`src/lvd_pkg.sv`:
```
// Package holding register addresses, field positions, reset values and timing for the detector.
package lvd_pkg;

   localparam logic [15:0] ADDR_PIN_DIR = 16'hff2c;
   localparam logic [15:0] ADDR_LEVEL_SEL = 16'hffbf;
   localparam logic [15:0] ADDR_DETECT_CTRL = 16'hffbe;

   localparam int BIT_ENABLE = 7;
   localparam int BIT_SOURCE = 2;
   localparam int BIT_ACTION = 1;
   localparam int BIT_FLAG = 0;
   localparam int BIT_SENSE_DIR = 0;

   localparam logic [7:0] CTRL_RESET = 8'h00;
   localparam logic [7:0] CTRL_DEFAULT_START = 8'h82;
   localparam logic [3:0] LEVEL_RESET = 4'h0;
   localparam logic [3:0] LEVEL_DEFAULT_START = 4'hf;
   localparam logic [7:0] PIN_DIR_RESET = 8'hff;
   localparam logic [6:0] PIN_DIR_UPPER = 7'h7f;

   localparam int CLK_MHZ = 200;
   localparam int STABLE_US = 10;
   localparam int FILTER_US = 200;
   localparam int STABLE_CYCLES = STABLE_US * CLK_MHZ;
   localparam int FILTER_CYCLES = FILTER_US * CLK_MHZ;
   localparam int CNT_W = 16;

   typedef struct packed {
      logic enable;
      logic source;
      logic action;
   } ctrl_type;

   typedef struct packed {
      logic wr;
      logic rd;
      logic bit_op;
      logic [2:0] bit_sel;
      logic [15:0] addr;
      logic [7:0] wdata;
   } cpu_req_type;

   typedef enum logic [1:0] {
      ST_OFF = 2'b00,
      ST_STABILIZE = 2'b01,
      ST_RUN = 2'b11
   } det_state_type;

endpackage

```
`src/lvd_sync.sv`:
```
// Two flip-flop synchroniser for the comparator output.
`timescale 1ns/1ps
module lvd_sync (
   input wire logic clk,
   input wire logic rst_n,
   input wire logic d,
   output logic q
);

   logic meta_reg;

   always_ff @(posedge clk or negedge rst_n) begin
      if (!rst_n) begin
         meta_reg <= 1'b0;
         q <= 1'b0;
      end else begin
         meta_reg <= d;
         q <= meta_reg;
      end
   end

endmodule // lvd_sync

```
`src/lvd_timer.sv`:
```
// Down counter that reports done once a loaded count has elapsed.
`timescale 1ns/1ps
module lvd_timer (
   input wire logic clk,
   input wire logic rst_n,
   input wire logic load,
   input wire logic [lvd_pkg::CNT_W-1:0] count,
   input wire logic run,
   output logic done
);

   logic [lvd_pkg::CNT_W-1:0] cnt_reg;

   always_ff @(posedge clk or negedge rst_n) begin
      if (!rst_n) begin
         cnt_reg <= '0;
      end else if (load) begin
         cnt_reg <= count;
      end else if (run && cnt_reg != '0) begin
         cnt_reg <= cnt_reg - 1'b1;
      end
   end

   assign done = run && !load && (cnt_reg == '0);

endmodule // lvd_timer

```
`src/low_voltage_detect_ctrl.sv`:
```
// Low-voltage detector control: registers, comparator conditioning, reset and interrupt.
`timescale 1ns/1ps

////////////////////////////////////////////////////////////////////////////////

// Summary of operation
// - Enable bit 7 starts comparator; clearing it stops detection and zeroes flag.
// - Source bit 2 picks supply versus external sense pin.
// - Action bit 0 gives interrupt on both falling and rising crossings.
// - Action bit 1 holds internal reset while input below threshold.
// - Flag bit 0 read-only, 1 while input below, 0 otherwise or disabled.
// - Non-detector reset loads control 82H or 00H; detector reset keeps it.
// - Flag sets only after 200 us below, counted after stabilisation.
// - Disabling in interrupt mode while below may raise the interrupt.
// - Level register holds 4-bit code choosing one of 16 supply thresholds.
// - Level register 00H on other reset, kept on own reset, 0FH on default start at power-on.
// - Sense pin selected uses fixed reference; level code ignored.
// - Direction bit 0 selects input at 1; register resets to FFH.
// - Setting action bit while input above gives no reset.
// - Detector reset and later non-detector resets set the interrupt mask flag; power-on does not.
// - Detector reset sets reset-cause flag bit 0.
module low_voltage_detect_ctrl (
   input wire logic MCLK,
   input wire logic RESETN,
   input wire logic OTHER_RESET_N,
   input wire logic DEFAULT_DETECT_START,
   input wire logic POWER_ON,
   input wire logic CPU_WR,
   input wire logic CPU_RD,
   input wire logic CPU_BIT_OP,
   input wire logic [2:0] CPU_BIT_SEL,
   input wire logic [15:0] CPU_ADDR,
   input wire logic [7:0] CPU_WDATA,
   input wire logic COMP_BELOW,
   output logic [7:0] CPU_RDATA,
   output logic COMP_ENABLE,
   output logic COMP_SOURCE_SEL,
   output logic [3:0] SUPPLY_THRESHOLD,
   output logic SENSE_PIN_INPUT_SELECT,
   output logic LOW_VOLTAGE_IRQ,
   output logic INTERNAL_RESET,
   output logic LV_RESET_CAUSE_SET,
   output logic LV_IRQ_MASK_SET
);

   ////////////////////////////////////////////////////////////////////////////////

   lvd_pkg::cpu_req_type req;
   lvd_pkg::ctrl_type ctrl_reg;
   lvd_pkg::ctrl_type ctrl_next;
   lvd_pkg::det_state_type state_reg;
   lvd_pkg::det_state_type state_next;
   logic [3:0] level_reg;
   logic [3:0] level_next;
   logic sense_dir_reg;
   logic flag_reg;
   logic below_sync;
   logic below_prev_reg;
   logic stab_load;
   logic stab_done;
   logic filt_load;
   logic filt_done;
   logic wr_ctrl;
   logic wr_level;
   logic wr_dir;
   logic [7:0] ctrl_view;
   logic [7:0] level_view;
   logic [7:0] dir_view;
   logic [7:0] ctrl_wval;
   logic [7:0] level_wval;
   logic [7:0] dir_wval;
   logic reset_now;
   logic own_reset_reg;
   logic first_reset_reg;
   logic power_up_reg;

   assign req = '{wr: CPU_WR, rd: CPU_RD, bit_op: CPU_BIT_OP, bit_sel: CPU_BIT_SEL,
                  addr: CPU_ADDR, wdata: CPU_WDATA};

   ////////////////////////////////////////////////////////////////////////////////

   // The comparator is asynchronous; only the second synchroniser stage is used below.
   // two-stage synchroniser
   lvd_sync u_sync (
      .clk(MCLK),
      .rst_n(RESETN),
      .d(COMP_BELOW),
      .q(below_sync)
   );

   lvd_timer u_stab (
      .clk(MCLK),
      .rst_n(RESETN),
      .load(stab_load),
      .count(lvd_pkg::CNT_W'(lvd_pkg::STABLE_CYCLES - 1)),
      .run(state_reg == lvd_pkg::ST_STABILIZE),
      .done(stab_done)
   );

   lvd_timer u_filt (
      .clk(MCLK),
      .rst_n(RESETN),
      .load(filt_load),
      .count(lvd_pkg::CNT_W'(lvd_pkg::FILTER_CYCLES - 1)),
      .run(state_reg == lvd_pkg::ST_RUN && below_sync),
      .done(filt_done)
   );

   ////////////////////////////////////////////////////////////////////////////////

   assign wr_ctrl = req.wr && req.addr == lvd_pkg::ADDR_DETECT_CTRL;
   assign wr_level = req.wr && req.addr == lvd_pkg::ADDR_LEVEL_SEL;
   assign wr_dir = req.wr && req.addr == lvd_pkg::ADDR_PIN_DIR;

   assign ctrl_view = {ctrl_reg.enable, 4'h0, ctrl_reg.source, ctrl_reg.action, flag_reg};
   assign level_view = {4'h0, level_reg};
   assign dir_view = {lvd_pkg::PIN_DIR_UPPER, sense_dir_reg};

   // Bit instructions modify one bit of the current value; byte writes replace it.
   function automatic logic [7:0] merge(input logic [7:0] cur, input logic cpu_bit_op,
                                        input logic [2:0] sel, input logic [7:0] wd);
      logic [7:0] v;
      v = cur;
      if (cpu_bit_op) begin
         v[sel] = wd[0];
      end else begin
         v = wd;
      end
      return v;
   endfunction

   assign ctrl_wval = merge(ctrl_view, req.bit_op, req.bit_sel, req.wdata);
   assign level_wval = merge(level_view, req.bit_op, req.bit_sel, req.wdata);
   assign dir_wval = merge(dir_view, req.bit_op, req.bit_sel, req.wdata);

   // Only the writable control bits are taken; the flag and unused bits stay as they are.
   always_comb begin
      ctrl_next = ctrl_reg;
      if (wr_ctrl) begin
         ctrl_next.enable = ctrl_wval[lvd_pkg::BIT_ENABLE];
         ctrl_next.source = ctrl_wval[lvd_pkg::BIT_SOURCE];
         ctrl_next.action = ctrl_wval[lvd_pkg::BIT_ACTION];
      end
   end

   always_comb begin
      level_next = level_reg;
      if (wr_level) begin
         level_next = level_wval[3:0];
      end
   end

   ////////////////////////////////////////////////////////////////////////////////

   // Power-on counts as a non-detector reset, so its defaults load one edge after release.
   // A control or level register write on that first edge is lost; a direction write is still taken.
   always_ff @(posedge MCLK or negedge RESETN) begin
      if (!RESETN) begin
         power_up_reg <= 1'b1;
      end else begin
         power_up_reg <= 1'b0;
      end
   end

   // control reset source handling; level register reset handling
   always_ff @(posedge MCLK or negedge RESETN) begin
      if (!RESETN) begin
         ctrl_reg <= '0;
         level_reg <= lvd_pkg::LEVEL_RESET;
         first_reset_reg <= 1'b1;
      end else if (!OTHER_RESET_N || power_up_reg) begin
         first_reset_reg <= 1'b1;
         if (DEFAULT_DETECT_START) begin
            ctrl_reg.enable <= lvd_pkg::CTRL_DEFAULT_START[lvd_pkg::BIT_ENABLE];
            ctrl_reg.source <= lvd_pkg::CTRL_DEFAULT_START[lvd_pkg::BIT_SOURCE];
            ctrl_reg.action <= lvd_pkg::CTRL_DEFAULT_START[lvd_pkg::BIT_ACTION];
         end else begin
            ctrl_reg <= '0;
         end
         if (DEFAULT_DETECT_START && (POWER_ON || power_up_reg)) begin
            level_reg <= lvd_pkg::LEVEL_DEFAULT_START;
         end else begin
            level_reg <= lvd_pkg::LEVEL_RESET;
         end
      end else begin
         first_reset_reg <= 1'b0;
         ctrl_reg <= ctrl_next;
         level_reg <= level_next;
      end
   end

   always_ff @(posedge MCLK or negedge RESETN) begin
      if (!RESETN) begin
         sense_dir_reg <= lvd_pkg::PIN_DIR_RESET[lvd_pkg::BIT_SENSE_DIR];
      end else if (!OTHER_RESET_N) begin
         sense_dir_reg <= lvd_pkg::PIN_DIR_RESET[lvd_pkg::BIT_SENSE_DIR];
      end else if (wr_dir) begin
         sense_dir_reg <= dir_wval[lvd_pkg::BIT_SENSE_DIR];
      end
   end

   ////////////////////////////////////////////////////////////////////////////////

   always_comb begin
      state_next = state_reg;
      stab_load = 1'b0;
      unique case (state_reg)
         lvd_pkg::ST_OFF: begin
            if (ctrl_reg.enable) begin
               state_next = lvd_pkg::ST_STABILIZE;
               stab_load = 1'b1;
            end
         end
         lvd_pkg::ST_STABILIZE: begin
            if (!ctrl_reg.enable) begin
               state_next = lvd_pkg::ST_OFF;
            end else if (stab_done) begin
               state_next = lvd_pkg::ST_RUN;
            end
         end
         lvd_pkg::ST_RUN: begin
            if (!ctrl_reg.enable) begin
               state_next = lvd_pkg::ST_OFF;
            end
         end
         default: begin
            state_next = lvd_pkg::ST_OFF;
         end
      endcase
   end

   always_ff @(posedge MCLK or negedge RESETN) begin
      if (!RESETN) begin
         state_reg <= lvd_pkg::ST_OFF;
      end else begin
         state_reg <= state_next;
      end
   end

   // Any cycle above the threshold restarts the full filter time.
   // filter restarts whenever input is not below
   assign filt_load = state_reg != lvd_pkg::ST_RUN || !below_sync;

   // flag follows filtered level; zero when disabled
   always_ff @(posedge MCLK or negedge RESETN) begin
      if (!RESETN) begin
         flag_reg <= 1'b0;
      end else if (!ctrl_reg.enable || state_reg != lvd_pkg::ST_RUN) begin
         flag_reg <= 1'b0;
      end else if (filt_done) begin
         flag_reg <= 1'b1;
      end else if (!below_sync) begin
         flag_reg <= 1'b0;
      end
   end

   // Previous flag value, so that both crossings of the threshold can be seen.
   always_ff @(posedge MCLK or negedge RESETN) begin
      if (!RESETN) begin
         below_prev_reg <= 1'b0;
      end else begin
         below_prev_reg <= flag_reg;
      end
   end

   // reset while below; no reset when above at action set
   assign reset_now = ctrl_reg.action && flag_reg;

   ////////////////////////////////////////////////////////////////////////////////

   always_ff @(posedge MCLK or negedge RESETN) begin
      if (!RESETN) begin
         LOW_VOLTAGE_IRQ <= 1'b0;
      end else begin
         // both crossings; flag drop on disable also signals
         LOW_VOLTAGE_IRQ <= !ctrl_reg.action && (flag_reg != below_prev_reg);
      end
   end

   // The detector's own reset leaves every register here untouched; it only leaves by this pin.
   always_ff @(posedge MCLK or negedge RESETN) begin
      if (!RESETN) begin
         INTERNAL_RESET <= 1'b0;
         own_reset_reg <= 1'b0;
      end else begin
         INTERNAL_RESET <= reset_now;
         own_reset_reg <= reset_now;
      end
   end

   // Both pulses mark only the first cycle of a reset, so a long reset counts once.
   always_ff @(posedge MCLK or negedge RESETN) begin
      if (!RESETN) begin
         LV_RESET_CAUSE_SET <= 1'b0;
         LV_IRQ_MASK_SET <= 1'b0;
      end else begin
         LV_RESET_CAUSE_SET <= reset_now && !own_reset_reg;
         LV_IRQ_MASK_SET <= (reset_now && !own_reset_reg) || (!OTHER_RESET_N && !first_reset_reg);
      end
   end

   ////////////////////////////////////////////////////////////////////////////////

   always_ff @(posedge MCLK or negedge RESETN) begin
      if (!RESETN) begin
         COMP_ENABLE <= 1'b0;
         COMP_SOURCE_SEL <= 1'b0;
         SUPPLY_THRESHOLD <= lvd_pkg::LEVEL_RESET;
         SENSE_PIN_INPUT_SELECT <= 1'b1;
      end else begin
         COMP_ENABLE <= ctrl_reg.enable;
         COMP_SOURCE_SEL <= ctrl_reg.source;
         // level code; ignored for sense pin
         SUPPLY_THRESHOLD <= ctrl_reg.source ? lvd_pkg::LEVEL_RESET : level_reg;
         SENSE_PIN_INPUT_SELECT <= sense_dir_reg;
      end
   end

   // Read data is registered and holds until the next read; unmapped addresses give zero.
   always_ff @(posedge MCLK or negedge RESETN) begin
      if (!RESETN) begin
         CPU_RDATA <= 8'h00;
      end else if (req.rd) begin
         unique case (req.addr)
            lvd_pkg::ADDR_DETECT_CTRL: CPU_RDATA <= ctrl_view;
            lvd_pkg::ADDR_LEVEL_SEL: CPU_RDATA <= level_view;
            lvd_pkg::ADDR_PIN_DIR: CPU_RDATA <= dir_view;
            default: CPU_RDATA <= 8'h00;
         endcase
      end
   end

endmodule // low_voltage_detect_ctrl

```
`config.mk`:
```
export PLATFORM = sky130hd
export DESIGN_NAME = low_voltage_detect_ctrl
export DESIGN_NICKNAME = d
export VERILOG_FILES = /design/src/lvd_pkg.sv /design/src/lvd_sync.sv /design/src/lvd_timer.sv /design/src/low_voltage_detect_ctrl.sv
export SDC_FILE = /design/constraint.sdc
export NUM_CORES = 1
export LEC_CHECK = 0
export ABC_CLOCK_PERIOD_IN_PS = 3500
export BUFFER_PORTS_ARGS = -buffer_cell sky130_fd_sc_hd__buf_4
export CORE_MARGIN = 8
export CORE_UTILIZATION = 60
export DETAILED_ROUTE_END_ITERATION = 16
export GPL_TIMING_DRIVEN = 0
export PLACE_DENSITY = 0.82
export SKIP_LAST_GASP = 1
export SYNTH_ARGS = -nofsm -noshare
export SYNTH_HDL_FRONTEND = slang
export SYNTH_SLANG_ARGS = --single-unit
```
`constraint.sdc`:
```
create_clock -name MCLK -period 3.5 [get_ports MCLK]
set_input_delay 0.7 -clock MCLK [delete_from_list [all_inputs] [get_ports MCLK]]
set_output_delay 0.7 -clock MCLK [all_outputs]
set_load 0.01 [all_outputs]
```
[Word-level counts from Yosys, hierarchy flattened]
Cells that the tools add are included.
Storage, ports and cells
  input port bits: 36
  bits in registers: 67
Cells by class
  order comparisons: 2
  muxes and demuxes: 33
  equal/unequal tests: 12
  $add $sub $neg: 2
  reductions and logical operators: 39
Operator list (number)
  two-way mux 16 bit: 4
  equality test 16 bit (second input constant): 3
  logical NOT 16 bit: 2
  nonzero test 16 bit: 2
  subtractor 16 x 1 -> 16 bit (second input constant): 2
  bitwise mux 8 bit: 3
  one-hot mux 8 bit (3 select lines): 1
  two-way mux 4 bit: 5
  logical AND 1 bit: 16
  two-way mux 1 bit: 10
  two-way mux 3 bit: 3
  logical NOT 1 bit: 8
  two-way mux 2 bit: 4
  two-way mux 8 bit: 1
  nonzero test 2 bit: 4
  inequality test 2 bit (second input constant): 3
  inequality test 3 bit (second input constant): 2
  one-hot mux 2 bit (3 select lines): 1
  logical OR 1 bit: 5
  < comparator 3 x 4 -> 1 bit (second input constant): 1
  demux 1 bit (select 3 bit): 1
  >= comparator 3 x 1 -> 1 bit (second input constant): 1
  AND reduction 3 bit: 1
  equality test 2 x 1 -> 1 bit (second input constant): 1
  other kinds (4): 4

[Depth between registers and ports, before layout]
  depth in word-level cells: 8
  depth in mapped cells: 7
  gate-level depth less buffers: 6

[Cells and area by module]
From an unflattened synthesis, not the netlist that was laid out.
Unflattened totals
  cell total of the unflattened synthesis: 404
  area total of the unflattened synthesis: 3808.7 um^2
Modules (own cells, without submodules)
  lvd_timer: sequential area each 400.4 um^2, cells each 127, times used 2, area each 1107.3 um^2
  low_voltage_detect_ctrl: sequential area each 780.7 um^2, cells each 148, times used 1, area each 1544.0 um^2
  lvd_sync: sequential area each 50.0 um^2, cells each 2, times used 1, area each 50.0 um^2

[Worst setup path before layout]
No wires, ideal clock.
  path type: reg2reg
  from: reg u_stab.cnt_reg[0] (netlist bit)
  to: reg u_stab.cnt_reg[1] (netlist bit)
  arrival: 1946 ps
  setup time: 125 ps
  clock period less this slack: 2071 ps
  stages on the path, launching flop included: 7
  required time: 3375 ps
  buffers on the path: 0
  setup slack: 1429 ps
  cells stage by stage: dfrtp_1 -> inv_1 -> ha_1 -> nor3b_1 -> nor3b_2 -> a21o_1 -> mux2_2
Between the ends
  longest elaborated chain between the ends: 3
  elaborated cells on any way between the ends: 6
  those cells by class: add/sub: 1; mux: 2; reduce/logical: 3
RTL lines
  start: declaration: line lvd_timer.sv:12  | logic [lvd_pkg::CNT_W-1:0] cnt_reg;
  start signal: assignment: line lvd_timer.sv:18  | cnt_reg <= count;
  start signal: assignment: line lvd_timer.sv:20  | cnt_reg <= cnt_reg - 1'b1;
  subtractor 16 x 1 -> 16 bit / nonzero test 16 bit (equally long branches): line lvd_timer.sv:20, lvd_timer.sv:19
  two-way mux 16 bit / logical AND 1 bit (equally long branches): line lvd_timer.sv:19  | end else if (run && cnt_reg != '0) begin
  two-way mux 16 bit / nonzero test 2 bit (equally long branches)
Several ways; a longest one is shown, not always the timed one. The select of a mux whose other input is x is not followed.
A chain may end at the register's enable or synchronous reset.

[Final worst setup path]
Same ends and word-level chain as after synthesis.

==> flow_summary.html <==
<table>
<tr><th>Metric</th><th>Value</th></tr>
<tr><th colspan="2">Worst setup path</th></tr>
<tr><td>Crit Path Max Fanout</td><td>7</td></tr>
<tr><td>Crit. End Element</td><td>flop</td></tr>
<tr><td>Critical path class</td><td>reg2reg</td></tr>
<tr><td>Data required time of the worst path</td><td>~3700 ps</td></tr>
<tr><td>Startpoint kind of the worst setup timing path</td><td>flop</td></tr>
<tr><td>Arr. time, crit path</td><td>2700 ps</td></tr>
<tr><th colspan="2">Yosys</th></tr>
<tr><td>Cell type with the largest total area after synthesis</td><td>dfrtp_1</td></tr>
<tr><td>Dominant synthesized flop cell</td><td>dfrtp_1</td></tr>
<tr><td>Syn Inst Count</td><td>roughly 360</td></tr>
<tr><td>Share of the synthesized area in the top cell type</td><td>between 40% and 50%</td></tr>
<tr><td>Ranking of synthesized cells by area</td><td>dfrtp_1, mux2i_1, dfstp_2</td></tr>
<tr><td>Share of synthesized flip-flops with an asynchronous set or reset</td><td>100%</td></tr>
<tr><td>Seq cells post-synth</td><td>65</td></tr>
<tr><td>Number of flops mapped to enable cells by yosys</td><td>0</td></tr>
<tr><td>Part of the Yosys area used for sequential elements</td><td>around 48%</td></tr>
<tr><td>Total number of yosys warnings</td><td>0</td></tr>
<tr><td>Library cells used by synthesis</td><td>59</td></tr>
<tr><td>Mean instance size in the synthesized netlist</td><td>~9.6 um^2</td></tr>
<tr><td>Post-synthesis instance area</td><td>between 3000 and 4000 um^2</td></tr>
<tr><td>Total nets after synthesis</td><td>slightly below 400</td></tr>
<tr><th colspan="2">Placement</th></tr>
<tr><td>Count of input and output buffers</td><td>51</td></tr>
<tr><td>Routability cong.</td><td>0.916</td></tr>
<tr><td>Worst slack after detailed placement</td><td>~1100 ps</td></tr>
<tr><td>Placed wire-length estimate after detailed placement</td><td>approximately 5700 um</td></tr>
<tr><td>Post-placement cell area</td><td>approximately 4000 um^2</td></tr>
<tr><th colspan="2">GRT</th></tr>
<tr><td>Total congestion overflow</td><td>0</td></tr>
<tr><td>Total Routing Usage GR</td><td>slightly above 20%</td></tr>
<tr><td>Number of global-route vias before repair</td><td>between 3000 and 4000</td></tr>
<tr><td>Antenna violations before repair</td><td>0</td></tr>
<tr><td>Maximum number of pins on one net before global-route repair</td><td>between 60 and 70</td></tr>
<tr><td>Wire length of the first global-routing pass</td><td>13800 um</td></tr>
<tr><th colspan="2">Die</th></tr>
<tr><td>Die Wd</td><td>around 91 um</td></tr>
<tr><td>Starting density of the core</td><td>62.0%</td></tr>
<tr><td>Floorplan Core Area</td><td>5510 um^2</td></tr>
<tr><td>Standard-cell rows</td><td>27</td></tr>
<tr><td>Num ports</td><td>55</td></tr>
<tr><td>Floorplan die area</td><td>8360 um^2</td></tr>
<tr><td>Vertical extent of the die</td><td>~91 um</td></tr>
<tr><th colspan="2">Detailed routing</th></tr>
<tr><td>Routed length per placed instance</td><td>16.3 um</td></tr>
<tr><td>DRC marker count from the first detailed-route iteration</td><td>~170</td></tr>
<tr><td>Final routed wirelength across all metal layers</td><td>8070 um</td></tr>
<tr><td>Routed Antenna Nets</td><td>0</td></tr>
<tr><td>Via density per instance</td><td>roughly 6.0</td></tr>
<tr><td>Number of vias after detailed routing</td><td>approximately 3000</td></tr>
<tr><td>Drt first pass iters</td><td>4</td></tr>
<tr><td>DRC viols</td><td>0</td></tr>
<tr><th colspan="2">Flow run</th></tr>
<tr><td>Max-capacitance violation count</td><td>0</td></tr>
<tr><th colspan="2">CTS</th></tr>
<tr><td>Number of buffers added for setup after CTS</td><td>0</td></tr>
<tr><td>Post-cts hold buffer count</td><td>0</td></tr>
<tr><td>Clock buffer depth</td><td>2</td></tr>
<tr><td>CTS Sinks</td><td>65</td></tr>
<tr><td>Number of buffers added by the clock tree synthesis step</td><td>9</td></tr>
<tr><td>Clock tree from TritonCTS</td><td>yes</td></tr>
<tr><td>Clock root buffer</td><td>clkbuf_8</td></tr>
<tr><td>H-tree levels</td><td>3</td></tr>
<tr><td># resized after CTS</td><td>0</td></tr>
<tr><td>Clock Pin Slew Worst Setup and Hold Paths</td><td>approximately 70 ps</td></tr>
<tr><td>Insertion delay of the later-clocked pin in the worst-skew pair</td><td>approximately 340 ps</td></tr>
<tr><th colspan="2">Timing</th></tr>
<tr><td>Fmax</td><td>404 MHz</td></tr>
<tr><td>Tcrit/Tclk final</td><td>a little over two thirds</td></tr>
<tr><td>Setup repair after global routing missed its margin</td><td>no</td></tr>
<tr><td>Headroom to the max-slew limit</td><td>about 42%</td></tr>
<tr><td>Worst clock skew</td><td>around 7.3 ps</td></tr>
<tr><td>Final hold violations</td><td>0</td></tr>
<tr><td>Count of endpoints failing setup in the final report</td><td>0</td></tr>
<tr><td>Setup TNS</td><td>0 ps</td></tr>
<tr><td>Fin. max-slew vios</td><td>0</td></tr>
<tr><td>Final critical-path setup slack</td><td>between 1000 and 1500 ps</td></tr>
<tr><td>Slew @ Worst Pin</td><td>858 ps</td></tr>
<tr><td>Final critical-path required period</td><td>between 2000 and 2500 ps</td></tr>
<tr><th colspan="2">Hold path</th></tr>
<tr><td>Hold Path Class</td><td>reg2reg</td></tr>
<tr><th colspan="2">Layout</th></tr>
<tr><td>Reg area</td><td>1630 um^2</td></tr>
<tr><td>Total Nets Final</td><td>455</td></tr>
<tr><td>Post-route cell area</td><td>4100 um^2</td></tr>
<tr><td>Util after Layout</td><td>between 70% and 80%</td></tr>
<tr><td>Filler Cells Inserted</td><td>407</td></tr>
<tr><td>Area of the multi-input gates</td><td>about 1700 um^2</td></tr>
<tr><td>Ant diodes</td><td>0</td></tr>
<tr><td>Signed area change from the synthesized netlist to the final layout</td><td>20.1%</td></tr>
<tr><td>Share of cells above drive strength 1</td><td>21.1%</td></tr>
<tr><th colspan="2">Outcome</th></tr>
<tr><td>Run status</td><td>completed</td></tr>
<tr><th colspan="2">Power and ir drop</th></tr>
<tr><td>Cell Pwr Density</td><td>around 410 nW/um^2</td></tr>
<tr><td>Overall power after layout</td><td>between 1.5 and 2 mW</td></tr>
<tr><td>VDD IR-drop max</td><td>0.287 mV</td></tr>
<tr><td>Leakage power</td><td>around 1.7 nW</td></tr>
</table>
[synthesized netlist by cell type (all sizes together), types with 3 or more instances]
master and n:
dfstp 4, a31oi 9, nand4 3, a211oi 3
and2 7, a21oi 19, or3 12, or4 9
nand4b 4, nor3 14, clkbuf 8, mux2i 11
and3 3, nand2 25, inv 14, nor4b 3
dfrtp 61, o31ai 8, nor2 24, mux2 5
or2 4, buf 3, nand3b 3, o21ai 20
nor2b 12, nor4 9, nand2b 11, nand3 17
[routing by layer]
metal / global-route usage [%] / part of all wire [%] / vias up
li1: - / - / 1439
met1: 24.1 / 45 / 1389
met2: 32.2 / 47 / 100
met3: 5.93 / 5.5 / 19
met4: 9.96 / 2.6 / 0
met5: 0 / 0 / -
[through the flow]
stage | instances | hold slack (ps)
6_report | 494 | 364
5_1_grt | 494 | 387
4_1_cts | 494 | 373
3_5_place_dp | 478 | 338
3_3_place_gp | 478 | 344
2_1_floorplan | 355 | 331
[final cells by class]
| cell class | count | share of cell area (%) |
|---|---|---|
| tap | 72 | 2.20 |
| multi-input combinational | 263 | 40.4 |
| timing repair buffer | 51 | 9.34 |
| sequential | 65 | 39.8 |
| inverter | 15 | 1.37 |
| clock inverter | 5 | 1.98 |
| clock buffer | 11 | 3.20 |
| buffer | 12 | 1.68 |
[placed cells by master (no fill, tap or decap), types with 3 or more instances in the layout]
cell type	Yosys	final
dfrtp_1	61	61
buf_4	2	53
nand2_1	25	25
nor2_1	24	24
o21ai_0	20	20
a21oi_1	19	19
nand3_1	17	17
inv_1	14	14
nor3_1	14	14
nor2b_1	12	12
nand2b_1	11	11
mux2i_1	11	11
clkbuf_1	8	10
or3_1	10	10
a31oi_1	9	9
clkbuf_8	0	9
nor4_1	8	8
o31ai_1	8	8
and2_1	7	7
or4_1	6	6
mux2_2	5	5
dfstp_2	4	4
nand4b_1	4	4
nand4_1	3	3
and3_1	3	3
or2_2	3	3
a211oi_1	3	3
nand3b_1	3	3
[power by group]
part           internal (mW)  switching [mW]  leakage (nW)  total [mW]
registers              0.787          0.0331         0.767       0.820
clock network          0.402           0.291         0.104       0.692
logic                 0.0848           0.100         0.810       0.185
[cells by family after synthesis]
kind of cell / count (synthesis) / share of synthesized area [%]
muxes: 16 / 4.87
buffers and inverters: 27 / 3.66
other: 1 / 0.110
and+or+nand+nor: 166 / 28.3
AOI/OAI and AO/OA: 77 / 14.3
xor gates and xnor gates: 1 / 0.257
adders and majority gates: 2 / 0.733
DFF: 65 / 47.8
[worst max-delay path, cell delays in order, from the launching register on]
cell and delay (ps):
dfrtp_1 420, inv_1 80, ha_1 210, nor3b_1 570, nor3b_2 480, a21o_1 250
mux2_2 360
[final timing paths]
check                                     end  cells after the start         startpoint  slack (ps)
max                         u_stab.cnt_reg[1]                      6  u_stab.cnt_reg[0]        1020
min                                  u_sync.q                      0    u_sync.meta_reg         360
max reg2reg                 u_stab.cnt_reg[1]                      6  u_stab.cnt_reg[0]        1020
min reg2reg                          u_sync.q                      0    u_sync.meta_reg         360
max in group asynchronous  u_stab.cnt_reg[15]                      1             RESETN        2530
min in group asynchronous   u_filt.cnt_reg[8]                      1             RESETN         450
(Power assumes the default switching activity.)
